===== src/lps_cfg.svh =====
// timing counts and command bytes for the display power sequencer
`ifndef LPS_CFG_SVH
`define LPS_CFG_SVH
`define LPS_CLK_HZ          25000000
`define LPS_REL_WAIT_NS     10000
`define LPS_REL_WAIT_CYC    ((`LPS_REL_WAIT_NS * 25 + 999) / 1000)
`define LPS_OFF_WAIT_MS     50
`define LPS_OFF_WAIT_CYC    (`LPS_OFF_WAIT_MS * (`LPS_CLK_HZ / 1000))
`define LPS_CMD_BIAS        8'hA2
`define LPS_CMD_SEG_NORM    8'hA0
`define LPS_CMD_COM_REV     8'hC8
`define LPS_CMD_BOOST       8'hF8
`define LPS_BOOST_4X        8'h00
`define LPS_BOOST_5X        8'h01
`define LPS_CMD_REG_RATIO   8'h25
`define LPS_CMD_CONTRAST    8'h81
`define LPS_CONTRAST_DFLT   8'h1B
`define LPS_CMD_PWR_BOOST   8'h2C
`define LPS_CMD_PWR_REG     8'h2E
`define LPS_CMD_PWR_FOLLOW  8'h2F
`define LPS_CMD_DISP_ON     8'hAF
`define LPS_CMD_DISP_OFF    8'hAE
`define LPS_CMD_ALL_ON      8'hA5
`define LPS_INIT_LEN        4'hD
`endif


===== src/lps_pkg.sv =====
// types for the display power sequencer
package lps_pkg;
    typedef enum logic [2:0] {
        LPS_OFF,
        LPS_WAIT_REL,
        LPS_INIT,
        LPS_RUN,
        LPS_SAVE,
        LPS_HOLD,
        LPS_DONE
    } lps_state_t;
endpackage : lps_pkg


===== src/lps_delay.sv =====
// down-counter that signals when a wait has elapsed
module lps_delay #(
    parameter int WIDTH = 24
) (
    input  wire logic             clk,
    input  wire logic             arst_n,
    input  wire logic             load,
    input  wire logic [WIDTH-1:0] count,
    output logic                  expired
);
    logic [WIDTH-1:0] remain;

    always_ff @(posedge clk or negedge arst_n) begin
        if (!arst_n) begin
            remain <= '0;
        end else if (load) begin
            remain <= count;
        end else if (remain != '0) begin
            remain <= remain - 1'b1;
        end
    end

    // a fresh load never reads as expired in the same cycle
    assign expired = (remain == '0) && !load;
endmodule : lps_delay


===== src/lps_rom.sv =====
// init command byte table, booster and contrast choices patched in
module lps_rom (
    input  wire logic [3:0] index,
    input  wire logic       boost_5x,
    input  wire logic [7:0] contrast,
    output logic [7:0]      cmd
);
    `include "lps_cfg.svh"

    always_comb begin
        unique case (index)
            4'h0:    cmd = `LPS_CMD_BIAS;
            4'h1:    cmd = `LPS_CMD_SEG_NORM;
            4'h2:    cmd = `LPS_CMD_COM_REV;
            4'h3:    cmd = `LPS_CMD_BOOST;
            4'h4:    cmd = boost_5x ? `LPS_BOOST_5X : `LPS_BOOST_4X;
            4'h5:    cmd = `LPS_CMD_REG_RATIO;
            4'h6:    cmd = `LPS_CMD_CONTRAST;
            4'h7:    cmd = contrast;
            4'h8:    cmd = `LPS_CMD_PWR_BOOST;
            4'h9:    cmd = `LPS_CMD_PWR_REG;
            4'hA:    cmd = `LPS_CMD_PWR_FOLLOW;
            4'hB:    cmd = `LPS_CMD_DISP_ON;
            4'hC:    cmd = `LPS_CMD_DISP_OFF;
            4'hD:    cmd = `LPS_CMD_ALL_ON;
            default: cmd = 8'h00;
        endcase
    end
endmodule : lps_rom


===== src/lps_seq.sv =====
// host-side power-up / power-down sequencer for the graphic display module
`include "lps_cfg.svh"

module lps_seq #(
    parameter int OFF_WAIT_CYC = `LPS_OFF_WAIT_CYC,
    parameter int REL_WAIT_CYC = `LPS_REL_WAIT_CYC
) (
    input  wire logic       CLK_SYS,
    input  wire logic       ARST_N,
    input  wire logic       SUPPLY_OK,
    input  wire logic       POWER_DOWN_REQ,
    input  wire logic       BOOST_5X,
    input  wire logic [7:0] CONTRAST,
    input  wire logic       CMD_DONE,
    output logic            MODULE_CLEAR_LINE_N,
    output logic            CMD_VALID,
    output logic [7:0]      CMD_BYTE,
    output logic            READY,
    output logic            POWER_OFF_OK
);
    localparam int CW = 24;

    lps_pkg::lps_state_t state;
    logic [3:0]          index;
    logic [7:0]          rom_cmd;
    logic                wait_load;
    logic                wait_expired;
    logic [CW-1:0]       wait_count;

    lps_rom u_rom (
        .index    (index),
        .boost_5x (BOOST_5X),
        .contrast (CONTRAST),
        .cmd      (rom_cmd)
    );

    lps_delay #(.WIDTH(CW)) u_delay (
        .clk     (CLK_SYS),
        .arst_n  (ARST_N),
        .load    (wait_load),
        .count   (wait_count),
        .expired (wait_expired)
    );

    // one load pulse on entry to each timed state
    always_ff @(posedge CLK_SYS or negedge ARST_N) begin
        if (!ARST_N) begin
            wait_load  <= 1'b0;
            wait_count <= '0;
        end else begin
            wait_load <= 1'b0;
            if (state == lps_pkg::LPS_OFF && SUPPLY_OK) begin
                wait_load  <= 1'b1;
                wait_count <= CW'(REL_WAIT_CYC);
            end else if (state == lps_pkg::LPS_SAVE && CMD_DONE && index == `LPS_INIT_LEN) begin
                wait_load  <= 1'b1;
                wait_count <= CW'(OFF_WAIT_CYC);
            end
        end
    end

    always_ff @(posedge CLK_SYS or negedge ARST_N) begin
        if (!ARST_N) begin
            state <= lps_pkg::LPS_OFF;
            index <= 4'h0;
        end else begin
            unique case (state)
                lps_pkg::LPS_OFF: begin
                    if (SUPPLY_OK) begin
                        state <= lps_pkg::LPS_WAIT_REL;
                    end
                end
                lps_pkg::LPS_WAIT_REL: begin
                    // load lands one cycle late, so skip the first look
                    if (wait_expired && !wait_load && CMD_VALID == 1'b0 && index == 4'h0
                        && MODULE_CLEAR_LINE_N) begin
                        state <= lps_pkg::LPS_INIT;
                    end
                end
                lps_pkg::LPS_INIT: begin
                    if (CMD_DONE) begin
                        if (index == 4'hB) begin
                            state <= lps_pkg::LPS_RUN;
                        end
                        index <= index + 4'h1;
                    end
                end
                lps_pkg::LPS_RUN: begin
                    if (POWER_DOWN_REQ) begin
                        state <= lps_pkg::LPS_SAVE;
                    end
                end
                lps_pkg::LPS_SAVE: begin
                    if (CMD_DONE) begin
                        if (index == `LPS_INIT_LEN) begin
                            state <= lps_pkg::LPS_HOLD;
                        end else begin
                            index <= index + 4'h1;
                        end
                    end
                end
                lps_pkg::LPS_HOLD: begin
                    if (wait_expired && !wait_load) begin
                        state <= lps_pkg::LPS_DONE;
                    end
                end
                lps_pkg::LPS_DONE: begin
                    if (!SUPPLY_OK) begin
                        state <= lps_pkg::LPS_OFF;
                        index <= 4'h0;
                    end
                end
            endcase
        end
    end

    // clear line: high only between release and the power-down hold
    always_ff @(posedge CLK_SYS or negedge ARST_N) begin
        if (!ARST_N) begin
            MODULE_CLEAR_LINE_N <= 1'b0;
        end else if (state == lps_pkg::LPS_OFF) begin
            MODULE_CLEAR_LINE_N <= SUPPLY_OK;
        end else if (state == lps_pkg::LPS_HOLD || state == lps_pkg::LPS_DONE) begin
            MODULE_CLEAR_LINE_N <= 1'b0;
        end
    end

    // command strobe: held until the writer reports completion, then dropped one cycle
    always_ff @(posedge CLK_SYS or negedge ARST_N) begin
        if (!ARST_N) begin
            CMD_VALID <= 1'b0;
            CMD_BYTE  <= 8'h00;
        end else if (CMD_VALID) begin
            if (CMD_DONE) begin
                CMD_VALID <= 1'b0;
            end
        end else if (state == lps_pkg::LPS_INIT || state == lps_pkg::LPS_SAVE) begin
            CMD_VALID <= 1'b1;
            CMD_BYTE  <= rom_cmd;
        end
    end

    always_ff @(posedge CLK_SYS or negedge ARST_N) begin
        if (!ARST_N) begin
            READY        <= 1'b0;
            POWER_OFF_OK <= 1'b0;
        end else begin
            READY        <= (state == lps_pkg::LPS_RUN);
            POWER_OFF_OK <= (state == lps_pkg::LPS_DONE);
        end
    end
endmodule : lps_seq


===== config.mk =====
export PLATFORM = sky130hd
export DESIGN_NAME = lps_seq
export DESIGN_NICKNAME = d
export VERILOG_FILES = /design/src/lps_pkg.sv /design/src/lps_delay.sv /design/src/lps_rom.sv /design/src/lps_seq.sv
export VERILOG_INCLUDE_DIRS = /design/src /design/src/src
export SDC_FILE = /design/constraint.sdc
export NUM_CORES = 1
export LEC_CHECK = 0
export ABC_CLOCK_PERIOD_IN_PS = 5100
export BUFFER_PORTS_ARGS = -buffer_cell sky130_fd_sc_hd__buf_4
export CORE_MARGIN = 3
export CORE_UTILIZATION = 64
export DETAILED_ROUTE_END_ITERATION = 10
export PLACE_DENSITY = 0.85
export SYNTH_ARGS = -nofsm -noshare
export SYNTH_HDL_FRONTEND = slang
export SYNTH_SLANG_ARGS = --single-unit
export TNS_END_PERCENT = 100

===== constraint.sdc =====
create_clock -name CLK_SYS -period 5.1 [get_ports CLK_SYS]
set_input_delay 0 -clock CLK_SYS [delete_from_list [all_inputs] [get_ports CLK_SYS]]
set_output_delay 0 -clock CLK_SYS [all_outputs]
set_load 0.02 [all_outputs]

==> results.md <==
* Dominant cells by area after synthesis: dfrtp_1 43%, mux2_2 3.7%, nor2_1 3.3%
* Placed cell count at 349
* Die Footprint at 5140 µm²
* Slew @ Worst Pin at 0.714 ns
* Die extent in x at 71.7 µm
* Final wirelength at 6020 µm
* Root Driver: clkbuf_8
* Worst Skew at 0.0110 ns
* Crit path max-delay cell type: dfrtp_1
* Post-synth EDFFs at 0
* HP Class: input port to flip-flop
* Final setup fails at 0
* Most common cell after layout, fill and taps aside: dfrtp_1
* Layout Area Growth over Synthesis at 10.9%
* Largest net degree at the start of global routing at 48
* CTS HTree Levels at 2
* Antenna cells at 0
* Total CTS buffers at 5
* Synth warnings at 0
* Syn Area/Cell at 9.52 µm²
* Dpl ws at 2.79 ns
* Synth cell types at 57
* Finished Layout Cells at 359
* Leakage at 1.30 nW
* Layout cell share with drive strength beyond 1 at 17.2%
* Via density at 6.50
* FP Rows at 23
* CP max stage delay at 0.65 ns
* Asr flop ratio synth at 100%
* Post-synth net total at 310
* Die H at 71.7 µm
* Clock-pin transition on the worst setup and hold timing paths at 0.08 ns
* Hold Fails Final Rpt at 0
* Delay-heaviest family, CP: simple AND/OR/NAND/NOR gates
* First-pass DRT Iterations at 7
* CTS Sinks at 47
* # IOs at 26
* Fin crit period at 2.35 ns
* Register area share after synthesis at 42.6%
* Detail Placement HPWL at 4020 µm
* Synth Register Bits at 47
* Crit path cell chain: nor4b_1 > nand3_1 > nor2_1 > mux2_2
* PnR worst setup slack at 2.75 ns
* Post-synth top flop: dfrtp_1
* Post-synthesis cell area at 2760 µm²
* Gate Count Post-Synth at 290
* Clk_lat worst skew at 0.30 ns
* Drt drc at 0
* Total power per unit cell area at 328 nW/µm²
* Final worst path period share at 46.0%
* DR iter-0 viols at 330
* First-pass GRT wire length at 9930 µm
* Max Clk Rate at 426 MHz
* RSZ-0062 raised after global routing: no
* CP endpoint kind: flip-flop
* Arrival @ worst endpoint at 2.53 ns
* Area leader, netlist: dfrtp_1
* DR WL/cell at 16.8 µm
* CP Launch Type: flip-flop
* Initial antenna violation count at 0
* Slew Viols, Final at 0
* Core Region at 4090 µm²
* Vias in the first global route at 2200
* Port-buffer cells at 25
* Worst-path fanout max at 24
* Starting Density at 67.5%
* CP Buf/Inv Count at 0
* Worst VDD drop at 0.234 mV
* Top cell type's share of synthesized area at 42.6%
* CTS tree: built
* Status: finished, final reports clean
* Most frequent cells in the layout: 47 x dfrtp_1, 26 x buf_4, 24 x nor2_1
* Final nets at 329
* Critical path class: flip-flop to flip-flop
* Final ANT Viol Nets at 0
* Worst relative slew slack at 51.7%
* CTS max path bufs at 2
* Final TNS setup at 0 ns
* Grt ovf at 0
* Total number of vias at 2335
* CP required at 5.29 ns
* Final GP Congestion at 0.852
* GRT Overall Usage at 24.1%
* Max-cap violations at 0
-- area by class of cell --
| cell class | count | area, µm² |
|---|---|---|
| clock buffers | 6 | 82.6 |
| clock inverters | 1 | 5.00 |
| fillers | 277 | 1020 |
| inverters | 10 | 37.5 |
| multi-input cells | 216 | 1470 |
| flip-flops and latches | 47 | 1180 |
| well taps | 50 | 62.6 |
| repair buffers | 29 | 225 |
-- metrics by stage --
| stage | cell area (µm²) | utilization (%) | hold WS, ns | power (mW) |
|---|---|---|---|---|
| floorplan | 2760 | - | -0.296 | 0.698 |
| global placement | 2940 | 72.0 | 0.0352 | 0.757 |
| detailed placement | 2940 | 72.0 | 0.0425 | 0.772 |
| CTS | 3060 | 74.9 | 0.0230 | 1.00 |
| global route | 3060 | 74.9 | 0.0480 | 1.06 |
| finish | 3060 | 74.9 | 0.0164 | 1.00 |
-- sequential cells by signal, summed over array words and instances, names as in the netlist --
| register | cells |
|---|---|
| state | 3 |
| POWER_OFF_OK | 1 |
| u_delay.remain | 24 |
| wait_count | 3 |
| MODULE_CLEAR_LINE_N | 1 |
| CMD_VALID | 1 |
| CMD_BYTE | 8 |
| index | 4 |
| READY | 1 |
| wait_load | 1 |
-- synth_stat cells, drive strengths merged (4+ instances only) --
master,n
nand2,12
nor2b,12
nor3,8
nand4,6
a22o,6
nor4,6
xor2,4
o31ai,8
nor2,24
a21o,4
mux2,9
or4,6
a211oi,5
ha,6
a2111oi,4
inv,10
nand3,9
a21oi,17
clkbuf,14
nand2b,7
o21ai,16
a31oi,4
dfrtp,47
-- worst register-to-register path, cell delays in order (launching register included) --
cell     delay, ns
dfrtp_1       0.65
nor4b_1       0.58
nand3_1       0.32
nor2_1        0.32
mux2_2        0.37
-- routing by layer --
layer / vias up / GRT usage (%) / wire [µm]
li1: 1123 / - / -
met1: 1119 / 34.2 / 2760
met2: 79 / 37.1 / 2870
met3: 14 / 4.77 / 305
met4: 0 / 7.93 / 93
met5: - / 0 / 0
-- power breakdown --
part	total (mW)	internal, mW	switching (mW)
clock network	0.229	0.107	0.122
registers	0.520	0.433	0.0867
logic	0.254	0.123	0.132
total	1.00	0.662	0.341
-- worst paths after layout --
kind,startpoint,cells past startpoint,end,slack (ns)
hold reg to reg,CMD_BYTE[6],2,CMD_BYTE[6],0.48
setup / recovery,wait_load,4,u_delay.remain[1],2.75
max in group asynchronous,ARST_N,2,wait_count[17],4.46
hold / removal,CONTRAST[4],3,CMD_BYTE[4],0.02
min in group asynchronous,ARST_N,2,u_delay.remain[16],0.25
setup reg to reg,wait_load,4,u_delay.remain[1],2.75
-- kinds of logic (layout without fill, tap and decap cells) --
logic type,count (synthesis),count (layout),share of synthesized area [%]
multiplexers,11,11,4.40
adder cells (fa/ha/maj),6,6,2.72
AO/OA/AOI/OAI,84,84,20.9
XOR/XNOR,7,7,2.22
flip-flops,47,47,42.6
buffers and inverters,27,46,4.03
AND/OR/NAND/NOR,108,108,23.1
-- what timing repair did --
item / 4_1_cts / 5_1_grt
setup buffers: 0 / 0
resized for setup: 0 / 0
hold endpoints to repair: 49 / 0
hold buffers: 3 / 0
(Power assumes the default switching activity.)
